## src/core/calib_pkg.sv

```systemverilog
package calib_pkg;

   // ==========================================================
   // word layout
   localparam int WORD_W        = 16;
   localparam int DATA_W        = 11;
   localparam int PAR_W         = 4;
   localparam int ECC_MSB       = 15;
   localparam int ECC_LSB       = 12;
   localparam int DED_BIT       = 11;
   localparam int RSV_MSB       = 10;
   localparam int RSV_LSB       = 7;
   localparam int TRIM_MSB      = 6;
   localparam int TRIM_W        = 7;
   localparam int OFF_W         = 8;
   localparam int FSM_DIS_BIT   = 10;
   localparam int BIST_DIS_BIT  = 9;
   localparam int SHORT_OFF_BIT = 8;
   localparam int POL_BIT       = 7;

   // ==========================================================
   // storage words: two in the nonvolatile store, two shadows
   localparam int NWORDS     = 4;
   localparam int NV_WORDS   = 2;
   localparam int W_NV_GAIN  = 0;
   localparam int W_NV_DIAG  = 1;
   localparam int W_SH_GAIN  = 2;
   localparam int W_SH_DIAG  = 3;

   // ==========================================================
   // register indices, byte address is four times the index
   localparam int             IDX_W       = 8;
   localparam logic [IDX_W-1:0] IDX_NV_GAIN = 8'h03;
   localparam logic [IDX_W-1:0] IDX_NV_DIAG = 8'h04;
   localparam logic [IDX_W-1:0] IDX_SH_GAIN = 8'h43;
   localparam logic [IDX_W-1:0] IDX_SH_DIAG = 8'h44;
   localparam logic [IDX_W-1:0] IDX_STATUS  = 8'h60;
   localparam logic [IDX_W-1:0] IDX_MASK    = 8'h61;
   localparam logic [IDX_W-1:0] IDX_CTRL    = 8'h62;
   localparam logic [IDX_W-1:0] IDX_FLIP    = 8'h63;

   // ==========================================================
   // status, control and fault-injection fields
   localparam int ST_W          = 3;
   localparam int ST_FSM        = 0;
   localparam int ST_SEC        = 1;
   localparam int ST_DED        = 2;
   localparam int CTRL_LOAD_BIT = 0;
   localparam int FLIP_SEL_LSB  = 16;
   localparam int FLIP_SEL_W    = 2;

   localparam logic [WORD_W-1:0] RESET_WORD = 16'h0000;
   localparam logic [WORD_W-1:0] ZERO_HI    = 16'h0000;
   localparam logic [DATA_W-1:0] ALL_WR     = 11'h7ff;
   localparam logic [DATA_W-1:0] SH_GAIN_WR = 11'h07f;

   // ==========================================================
   // hamming position of data bit k (powers of two hold parity)
   function automatic logic [PAR_W-1:0] ham_pos(input int k);
      int n;
      int j;
      logic [PAR_W-1:0] r;
      r = '0;
      j = 0;
      for (n = 3; n < 16; n++) begin
         if ((n & (n - 1)) != 0) begin
            if (j == k) r = PAR_W'(n);
            j++;
         end
      end
      return r;
   endfunction

   function automatic logic [PAR_W-1:0] ham_par(input logic [DATA_W-1:0] d);
      logic [PAR_W-1:0] p;
      p = '0;
      for (int k = 0; k < DATA_W; k++) begin
         if (d[k]) p = p ^ ham_pos(k);
      end
      return p;
   endfunction

endpackage

```

## src/core/ecc_encode.sv

```systemverilog
`timescale 1ns/10ps
module ecc_encode
   import calib_pkg::*;
(
   input  wire logic [DATA_W-1:0] data_i,
   output logic      [WORD_W-1:0] word_o
);

   wire logic [PAR_W-1:0] par;

   assign par    = ham_par(data_i);
   // overall bit makes the whole word even so a second flip is seen
   assign word_o = {par, ^{par, data_i}, data_i};

endmodule

```

## src/core/ecc_decode.sv

```systemverilog
`timescale 1ns/10ps
module ecc_decode
   import calib_pkg::*;
(
   input  wire logic [WORD_W-1:0] word_i,
   output logic      [DATA_W-1:0] data_o,
   output logic                   sec_o,
   output logic                   ded_o
);

   wire logic [PAR_W-1:0] syn;
   wire logic             odd;

   assign syn = ham_par(word_i[DATA_W-1:0]) ^ word_i[ECC_MSB:ECC_LSB];
   assign odd = ^word_i;

   genvar k;
   generate
      for (k = 0; k < DATA_W; k++) begin : g_fix
         assign data_o[k] = word_i[k] ^ (odd && (syn == ham_pos(k)));
      end
   endgenerate

   // odd weight is one flip (possibly in a check bit), even with syndrome is two
   assign sec_o = odd;
   assign ded_o = !odd && (syn != '0);

endmodule

```

## src/core/calib_regs.sv

```systemverilog
`timescale 1ns/10ps
// Functional notes
// - bits 15:12 hold the parity nibble
// - bit 11 holds the double-error parity
// - 7-bit gain code, 0.125 percent per step
// - diag bit 10 low enables fsm error interrupt
// - diag bit 9 low enables startup self test
// - diag bit 8 low lets short fault alarm
// - diag bit 7 selects add or subtract offset
// - 7-bit offset code, 0.0015 percent per step
// - fsm error disable read/write, resets zero
module calib_regs
   import calib_pkg::*;
(
   input  wire logic              clk_i,
   input  wire logic              rst_i,
   input  wire logic [IDX_W+1:0]  adr_i,
   input  wire logic [31:0]       dat_i,
   output logic      [31:0]       dat_o,
   input  wire logic              we_i,
   input  wire logic [3:0]        sel_i,
   input  wire logic              cyc_i,
   input  wire logic              stb_i,
   output logic                   ack_o,
   input  wire logic              fsm_err_i,
   input  wire logic              rx_short_i,
   output logic                   irq_o,
   output logic      [TRIM_W-1:0] rx1_amplitude_trim_o,
   output logic      [OFF_W-1:0]  rx1_offset_trim_o,
   output logic                   bist_enable_o,
   output logic                   diag_entry_o
);

   // ==========================================================
   // decode helpers
   function automatic logic [NWORDS-1:0] word_hit(input logic [IDX_W-1:0] i);
      word_hit = {i == IDX_SH_DIAG, i == IDX_SH_GAIN,
                  i == IDX_NV_DIAG, i == IDX_NV_GAIN};
   endfunction

   function automatic logic [DATA_W-1:0] wr_mask(input int g);
      wr_mask = (g == W_SH_GAIN) ? SH_GAIN_WR : ALL_WR;
   endfunction

   // ==========================================================
   // bus decode
   logic [WORD_W-1:0]             store [NWORDS];
   logic [NWORDS-1:0][DATA_W-1:0] cor;
   logic [NWORDS-1:0][DATA_W-1:0] merged;
   logic [NWORDS-1:0][DATA_W-1:0] next_data;
   logic [NWORDS-1:0][WORD_W-1:0] enc;
   logic [NWORDS-1:0][WORD_W-1:0] rd_word;
   logic [NWORDS-1:0]             sec;
   logic [NWORDS-1:0]             ded;
   logic [NWORDS-1:0]             upd;
   logic [ST_W-1:0]               st;
   logic [ST_W-1:0]               msk;

   wire logic [IDX_W-1:0]      idx;
   wire logic                  req;
   wire logic                  wr;
   wire logic [NWORDS-1:0]     sel_w;
   wire logic [NWORDS-1:0]     hit;
   wire logic [DATA_W-1:0]     bm;
   wire logic                  load;
   wire logic                  flip;
   wire logic [FLIP_SEL_W-1:0] fsel;
   wire logic [WORD_W-1:0]     word_val;
   wire logic [31:0]           rdata;

   assign idx   = adr_i[IDX_W+1:2];
   // ack drops for one cycle after each answer, so req is one cycle wide
   assign req   = cyc_i && stb_i && !ack_o;
   assign wr    = req && we_i;
   assign sel_w = word_hit(idx);
   assign hit   = sel_w & {NWORDS{wr}};
   assign bm    = {{(DATA_W - 8){sel_i[1]}}, {8{sel_i[0]}}};
   assign load  = wr && (idx == IDX_CTRL) && sel_i[0] && dat_i[CTRL_LOAD_BIT];
   assign flip  = wr && (idx == IDX_FLIP);
   assign fsel  = dat_i[FLIP_SEL_LSB +: FLIP_SEL_W];

   // ==========================================================
   // protected storage words
   genvar g;
   generate
      for (g = 0; g < NWORDS; g++) begin : g_word
         ecc_decode u_dec (
            .word_i (store[g]),
            .data_o (cor[g]),
            .sec_o  (sec[g]),
            .ded_o  (ded[g])
         );

         // byte lanes merge into the corrected value, so a write scrubs the word
         assign merged[g] = (cor[g] & ~(bm & wr_mask(g)))
                          | (dat_i[DATA_W-1:0] & bm & wr_mask(g));

         // shadow load copies the corrected store word; reserved gain bits drop
         assign next_data[g] = ((load && g >= NV_WORDS) ? cor[g % NV_WORDS]
                                                        : merged[g]) & wr_mask(g);
         assign upd[g] = hit[g] || (load && g >= NV_WORDS);

         ecc_encode u_enc (
            .data_i (next_data[g]),
            .word_o (enc[g])
         );

         always_ff @(posedge clk_i) begin
            if (rst_i) begin
               store[g] <= RESET_WORD;
            end else if (upd[g]) begin
               store[g] <= enc[g];
            end else if (flip && fsel == FLIP_SEL_W'(g)) begin
               store[g] <= store[g] ^ dat_i[WORD_W-1:0];
            end
         end

         // check bits read back raw, data bits read back corrected
         // shadow reserved gain bits read zero even after an uncorrectable fault
         assign rd_word[g] = sel_w[g] ? {store[g][ECC_MSB:DED_BIT], cor[g] & wr_mask(g)}
                                      : RESET_WORD;
      end
   endgenerate

   // ==========================================================
   // read selection
   assign word_val = rd_word[W_NV_GAIN] | rd_word[W_NV_DIAG]
                   | rd_word[W_SH_GAIN] | rd_word[W_SH_DIAG];

   assign rdata = (|sel_w)             ? {ZERO_HI, word_val}
                : (idx == IDX_STATUS)  ? {{(32 - ST_W){1'b0}}, st}
                : (idx == IDX_MASK)    ? {{(32 - ST_W){1'b0}}, msk}
                :                        {ZERO_HI, RESET_WORD};

   // ==========================================================
   // wishbone answer: one wait cycle, unmapped reads return zero
   always_ff @(posedge clk_i) begin
      if (rst_i) begin
         ack_o <= 1'b0;
         dat_o <= {ZERO_HI, RESET_WORD};
      end else begin
         ack_o <= req;
         if (req) dat_o <= rdata;
      end
   end

   // ==========================================================
   // sticky events and interrupt
   wire logic [ST_W-1:0] ev;
   wire logic [ST_W-1:0] st_w1c;
   wire logic [ST_W-1:0] next_st;

   assign ev[ST_FSM] = fsm_err_i && !cor[W_SH_DIAG][FSM_DIS_BIT];
   assign ev[ST_SEC] = |sec;
   assign ev[ST_DED] = |ded;
   assign st_w1c  = (wr && idx == IDX_STATUS && sel_i[0]) ? dat_i[ST_W-1:0] : '0;
   // an event in the clearing cycle survives
   assign next_st = (st & ~st_w1c) | ev;

   always_ff @(posedge clk_i) begin
      if (rst_i) begin
         st    <= '0;
         msk   <= '0;
         irq_o <= 1'b0;
      end else begin
         st    <= next_st;
         if (wr && idx == IDX_MASK && sel_i[0]) msk <= dat_i[ST_W-1:0];
         irq_o <= |(st & msk);
      end
   end

   // ==========================================================
   // trims and diagnostic controls from the shadow bank
   wire logic [OFF_W-1:0] off_mag;
   wire logic [OFF_W-1:0] next_offset;

   assign off_mag     = {1'b0, cor[W_SH_DIAG][TRIM_MSB:0]};
   // signed offset steps; the analogue side scales one step to 0.0015 percent
   assign next_offset = cor[W_SH_DIAG][POL_BIT] ? -off_mag : off_mag;

   always_ff @(posedge clk_i) begin
      if (rst_i) begin
         rx1_amplitude_trim_o <= '0;
         rx1_offset_trim_o    <= '0;
         bist_enable_o        <= 1'b0;
         diag_entry_o         <= 1'b0;
      end else begin
         rx1_amplitude_trim_o <= cor[W_SH_GAIN][TRIM_MSB:0];
         rx1_offset_trim_o    <= next_offset;
         bist_enable_o        <= !cor[W_SH_DIAG][BIST_DIS_BIT];
         diag_entry_o         <= rx_short_i && !cor[W_SH_DIAG][SHORT_OFF_BIT];
      end
   end

   // every word, after any update, carries a consistent check field
   genvar h;
   generate
      for (h = 0; h < NWORDS; h++) begin : g_chk

      end
   endgenerate
endmodule

```

## config.mk

```make
export PLATFORM = sky130hd
export DESIGN_NAME = calib_regs
export DESIGN_NICKNAME = d
export VERILOG_FILES = /design/src/core/calib_pkg.sv /design/src/core/ecc_encode.sv /design/src/core/ecc_decode.sv /design/src/core/calib_regs.sv
export SDC_FILE = /design/constraint.sdc
export NUM_CORES = 1
export LEC_CHECK = 0
export BUFFER_PORTS_ARGS = -buffer_cell sky130_fd_sc_hd__buf_2
export CORE_UTILIZATION = 45
export CTS_BUF_LIST = sky130_fd_sc_hd__clkbuf_16
export DETAILED_ROUTE_END_ITERATION = 6
export PLACE_DENSITY = 0.66
export SYNTH_ARGS = -nofsm -noshare
export SYNTH_HDL_FRONTEND = slang
export SYNTH_SLANG_ARGS = --single-unit
```

## constraint.sdc

```tcl
create_clock -name clk_i -period 8 [get_ports clk_i]
set_input_delay 0.4 -clock clk_i [delete_from_list [all_inputs] [get_ports clk_i]]
set_output_delay 0.4 -clock clk_i [all_outputs]
set_load 0.05 [all_outputs]
```

==> results of run 1 <==
-- final timing paths --
check / end / from / cells after the start / slack (ps)
setup reg to reg: store[0][11] / store[0][2] / 12 / 3490
setup / recovery: store[0][11] / store[0][2] / 12 / 3490
hold reg to reg: dat_o[5] / dat_o[5] / 2 / 490
hold / removal: diag_entry_o / rx_short_i / 2 / 300
-- report_power, final --
group | total [uW] | switching [uW] | internal [uW] | leakage, uW
Combinational | 734 | 444 | 290 | 0.00243
Sequential | 626 | 27.4 | 598 | 0.000999
Clock | 468 | 218 | 250 | 0.000158
-- layer usage --
layer	share of wire, %	vias to the layer above
met1	42	3625
li1	-	3447
met4	3.2	2
met5	0.036	-
met2	44	401
met3	10	81
-- metrics by stage --
stage          hold slack, ps  area, um^2
2_1_floorplan             465        9090
3_3_place_gp              465        9410
3_5_place_dp              478        9410
4_1_cts                   295        9720
5_1_grt                   293        9720
6_report                  297        9720
-- state kept, by name (all words and copies together) (netlist names) --
| signal | flops |
|---|---|
| diag_entry_o | 1 |
| irq_o | 1 |
| st | 3 |
| rx1_amplitude_trim_o | 7 |
| rx1_offset_trim_o | 8 |
| bist_enable_o | 1 |
| msk | 3 |
| dat_o | 16 |
| ack_o | 1 |
| store | 64 |
-- cells in the mapped netlist (all sizes together) (4+ instances only) --
master	instances
a211oi	8
nor3	35
xnor2	187
a22oi	10
clkbuf	38
o21ai	51
a21oi	44
nor3b	13
or3	5
o22ai	53
xnor3	19
o31ai	4
xor2	61
nand2	43
and2	5
nand4	4
nand2b	15
nor4	4
a221oi	9
o211ai	4
dfxtp	41
xor3	7
and3	8
nand3b	4
nand3	19
buf	44
nor2b	7
o21a	5
inv	14
edfxtp	64
o221ai	7
mux2i	14
nor2	88
-- cell families (layout without fill, tap and decap cells) --
group	count (synthesis)	in the layout	synth area share [%]
compound gates	223	223	16.7
xor+xnor	274	274	31.8
buf+inv	97	106	5.22
flops	105	105	30.4
mux	17	17	2.01
other cells	1	16	0.0415
simple gates	255	255	13.8
-- layout make-up --
type	instances	area, um^2	share of cell area, %
clock inverter	5	32.5	0.335
timing repair buffer	75	390	4.02
multi-input combinational	785	5890	60.6
inverter	15	56.3	0.579
sequential	105	2740	28.2
clock buffer	11	275	2.83
tap	265	332	3.41
==> reports/results.ini, run 1 <==
[status]
status = completed

[placement]
dpl_worst_slack_ps = 3550
place_inst = 1245
globalplace.congestion = 1.02
portBuffers = 69
hpwl_mm = 20.7

[logic_synthesis]
ys.flop_type = edfxtp_1
synth_area_leaders = edfxtp_1 (21%), xnor2_1 (17%), dfxtp_1 (9.1%), xor2_1 (5.6%), xnor3_1 (4.2%)
synth.cell_area_um2 = 9040
synth_warnings = 0
yosysTopAreaCellShare_pct = 21.3
syn_inst = 972
synth_area_leader_cell = edfxtp_1
synth-edff-count = 64
synth_cell_types = 77
ys_seq_area_share_pct = 30.4
syn_avg_cell_area_um2 = 9.30
synth-async-reset-ratio_pct = 0
synth-seq-cells = 105

[route]
vias = 7556
drc = 0
drt-wirelength-per-cell_um = 21.9
ant_nets = 0
viasPerCell = 5.99
drt-total-wl_mm = 27.7
drt-pass1-iter-count = 6
drtIter0Drc = 903

[global_routing]
use_met2_pct = 42.0
grt_use_met1_pct = 37.8
track_usage_pct = 27.3
grt_pass1_vias = 6874
top_usage_layer = met2
grt_pass1_wl_mm = 41.1
overflow = 0
grtUsageMet3_pct = 6.13
grt_max_degree = 53
antenna_found_initial = 0

[clock_network]
clock_sinks = 105
cts_resized = 0
cts_tree = yes
post_cts_buffers = 0
htreeDepth = 3
clk_pin_slew_ps = 80
cts_hold_buf = 0
cts_made_buffers = 9
clk_path_buf_depth = 2
clk_latency_ps = 370
cts_root_buf = clkbuf_16

[setup_path]
cp_slowest_stage_delay_ps = 630
cp_num_buf_inv = 0
setup.worst_path.class = flop to flop
critPathRequiredTime_ps = 8080
path_cells = xnor3_1 > xor3_1 > or3_1 > mux2i_1 > nand2_1 > xor2_1 > xnor2_1 > a21oi_2 > xnor3_1 > xnor2_2 > xor2_1 > o2bb2ai_1
cp.arrival_ps = 4600
crit_family = XOR/XNOR gates
start_kind = flop
crit_fanout = 6
end_kind = flop
slowest_stage = xor2_1

[floorplan]
start_util_pct = 46.1
rows = 51
die_w_um = 144
die_y_um = 144
core_area_um2 = 19600
dieArea_um2 = 20700
io_pins = 104

[power]
finalPower_uw = 1830
ir_drop_mv = 0.138
power_leakage_uw = 0.00359
cellPowerDensity_nw_per_um2 = 188

[min_path]
hp-class = primary input to flop

[timing]
slew_headroom_pct = 18.7
rsz0062_at_grt = no
layout_min_cycle_time_ps = 4510
setup-tns-final_ps = 0
hold_violations = 0
finalMaxSlewViolations = 0
fin_skew_ps = 13.7
clock.fmax_mhz = 222
fin_crit_sh_pct = 56.4
final-setup-viol-count = 0
worst_pin_slew_ps = 1220
fin_ws_ps = 3490

[final_layout]
layout_common_cells = xnor2_1 (179), nor2_1 (86), buf_2 (69)
drive_gt1_share_pct = 13.3
utilization_pct = 49.6
fill_cells = 1869
nets = 1044
final_common_cell = xnor2_1
n_antenna_cell = 0
final_cells = 1261
syn_to_final_growth_pct = 7.55

[job]
max_cap_viol_count = 0

Power figures use the tool's default switching activity.
==> run 2: changes to the inputs <==
--- a/config.mk
+++ b/config.mk
@@ -5,11 +5,12 @@
 export SDC_FILE = /design/constraint.sdc
 export NUM_CORES = 1
 export LEC_CHECK = 0
+export ABC_AREA = 1
 export BUFFER_PORTS_ARGS = -buffer_cell sky130_fd_sc_hd__buf_2
 export CORE_UTILIZATION = 45
 export CTS_BUF_LIST = sky130_fd_sc_hd__clkbuf_16
 export DETAILED_ROUTE_END_ITERATION = 6
-export PLACE_DENSITY = 0.66
+export PLACE_DENSITY = 0.65
 export SYNTH_ARGS = -nofsm -noshare
 export SYNTH_HDL_FRONTEND = slang
 export SYNTH_SLANG_ARGS = --single-unit
==> constraint.sdc (replaced) <==
create_clock -name clk_i -period 4.6 [get_ports clk_i]
set_input_delay 0.23 -clock clk_i [delete_from_list [all_inputs] [get_ports clk_i]]
set_output_delay 0.23 -clock clk_i [all_outputs]
set_load 0.05 [all_outputs]
==> reports/results.ini, run 2 <==
[global_routing]
grt_pass1_wl_mm = 60.8  ; +48%
antenna_found_initial = 0  ; unchanged
track_usage_pct = 30.5  ; +3.2 points
overflow = 0  ; unchanged
grt_max_degree = 43  ; -19%
grt_pass1_vias = 10700  ; +56%

[timing]
rsz0062_at_grt = no
final-setup-viol-count = 0  ; unchanged
clock.fmax_mhz = 262  ; +18%
setup-tns-final_ps = 0  ; unchanged
fin_ws_ps = 778  ; -2710 ps
worst_pin_slew_ps = 954  ; -263 ps
fin_crit_sh_pct = 83.1  ; +27 points
hold_violations = 0  ; unchanged
fin_skew_ps = 14.6  ; +0.841 ps
finalMaxSlewViolations = 0  ; unchanged
slew_headroom_pct = 36.2  ; +17 points
layout_min_cycle_time_ps = 3820  ; -692 ps

[clock_network]
clk_latency_ps = 370  ; about the same
post_cts_buffers = 0  ; unchanged
clock_sinks = 105  ; unchanged
cts_tree = yes
clk_pin_slew_ps = 80  ; about the same
htreeDepth = 3  ; unchanged
cts_made_buffers = 9  ; unchanged
cts_hold_buf = 0  ; unchanged
cts_resized = 0  ; unchanged
cts_root_buf = clkbuf_16
clk_path_buf_depth = 2  ; unchanged

[final_layout]
nets = 1966  ; +88%
n_antenna_cell = 0  ; unchanged
reg_top3 = store x64, dat_o x16, rx1_offset_trim_o x8
largest_reg_flops = 64  ; unchanged
drive_gt1_share_pct = 10.1  ; -3.2 points
utilization_pct = 49.2  ; -0.41 points
layout_common_cells = nand2_1 (778), inv_1 (171), nand3_1 (154)
final_common_cell = nand2_1
syn_to_final_growth_pct = 5.82
top_register = store

[route]
drtIter0Drc = 1313  ; +45%
vias = 12300  ; +63%
drt-pass1-iter-count = 6  ; unchanged
drt-met1-wl_mm = 17.6  ; +51%
ant_nets = 0  ; unchanged
dr_wl_met3_mm = 3.92  ; +36%
drt-wirelength-per-cell_um = 17.7  ; -19%
drc = 0  ; unchanged
viasPerCell = 5.50  ; -8.2%
route.top_layer_used = met4
wl_met2_mm = 16.7  ; +37%
drt-total-wl_mm = 39.7  ; +44%

[logic_synthesis]
synth.top_cells.by_count = nand2_1 (778), inv_1 (170), nand3_1 (154)
syn_avg_cell_area_um2 = 6.03  ; -35%
ys.flop_type = edfxtp_1
synth_area_leaders = nand2_1 (26%), edfxtp_1 (17%), dfxtp_1 (7.2%), xnor2_1 (7.0%), nand3_1 (6.7%)
synth_cell_types = 49  ; -36%
synth.cell_area_um2 = 11400  ; +27%
synth-seq-cells = 105  ; unchanged
synth.most_common_cell = nand2_1
yosysTopAreaCellShare_pct = 25.5  ; +4.3 points
synth_area_leader_cell = nand2_1
syn_inst = 1897  ; +95%
synth_warnings = 0  ; unchanged
synth-edff-count = 64  ; unchanged
ys_seq_area_share_pct = 24.0  ; -6.4 points
synth-async-reset-ratio_pct = 0  ; unchanged

[floorplan]
rows = 57  ; +12%
start_util_pct = 46.5  ; +0.37 points
die_y_um = 161  ; +12%
die_w_um = 161  ; +12%
core_area_um2 = 24600  ; +26%
dieArea_um2 = 26100  ; +26%
io_pins = 104  ; unchanged

[setup_path]
endpoint = store[0][11]
crit_fanout = 23  ; +17
rr_endpoint = store[0][11]
critPathMostFrequentCell = nand2_1
cp_slowest_stage_delay_ps = 510  ; -120 ps
cp.arrival_ps = 3950  ; -650 ps
setup.worst_path.class = flop to flop
r2r_setup_slack_ps = 780  ; -2710 ps
slowest_stage = edfxtp_1
r2r_cells = 28  ; +16
rr_startpoint = store[0][4]
critPathRequiredTime_ps = 4730  ; -3350 ps
crit_start = store[0][4]
start_kind = flop
end_kind = flop

[placement]
hpwl_mm = 31.5  ; +52%
dpl_worst_slack_ps = 845  ; -2710 ps
globalplace.congestion = 1.00  ; -1.9%
portBuffers = 69  ; unchanged

[power]
finalPower_uw = 3140  ; +72%
power_leakage_uw = 0.00607  ; +69%
ir_drop_mv = 0.212  ; +53%
cellPowerDensity_nw_per_um2 = 259  ; +38%

[status]
status = completed

[job]
max_cap_viol_count = 0  ; unchanged

[min_path]
hp-class = primary input to flop

run 2: changes by cell type after synthesis, sizes merged, moves of 14 or more:
cell    change
nand3     +136
nor2       +45
xnor3      -19
xnor2      -90
nand2     +775
mux2i      -14
nand4      +22
nor3       -17
nand2b     -15
inv       +182
run 2: routing by layer:
layer  global-route usage, %  up-vias
met5                       0        -
met4                    11.5        0
met3                    5.03       80
met2                    45.9      581
met1                    43.4     5646
li1                        -     6029
run 2: cell families after synthesis:
kind of cell              share of synthesized area (%)
AOI/OAI and AO/OA                                  9.14
other                                            0.0328
DFF                                                24.0
buffers and inverters                              10.9
xor gates and xnor gates                           13.3
and+or+nand+nor                                    42.7
run 2: metrics by stage:
step	hold slack, ps	cells	instance area (um^2)
after floorplan	369	1912	11500
after global placement	452	2226	11800
after detailed placement	459	2226	11800
after CTS	146	2242	12100
after global routing	160	2242	12100
final	149	2242	12100
run 2: where the power goes:
part	internal, uW	switching, uW
Clock	408	398
Combinational	368	881
Sequential	1030	54.4
Total	1800	1330
run 2: final cells by class:
| type | count | area (um^2) |
|---|---|---|
| Clock buffer | 10 | 250 |
| Clock inverter | 6 | 50.0 |
| Fill cell | 2620 | 12500 |
| Inverter | 199 | 747 |
| Multi-Input combinational cell | 1523 | 7520 |
| Sequential cell | 105 | 2740 |
| Tap cell | 324 | 405 |
| Timing Repair Buffer | 75 | 390 |
run 2: worst min-delay path by stage:
stage	from	cells past startpoint	endpoint	slack (ps)
detailed placement	dat_o[6]	2	dat_o[6]	460
finish	fsm_err_i	3	st[0]	150
CTS	fsm_err_i	3	st[0]	150
global route	fsm_err_i	3	st[0]	160
global placement	dat_o[13]	2	dat_o[13]	450
floorplan	rx_short_i	2	diag_entry_o	370
run 2: critical path, delay by kind of cell, from the launching register on:
family | cells | cell delay, ps
buffers and inverters | 2 | 170
and+or+nand+nor | 25 | 2500
DFF | 1 | 510
xor gates and xnor gates | 1 | 390
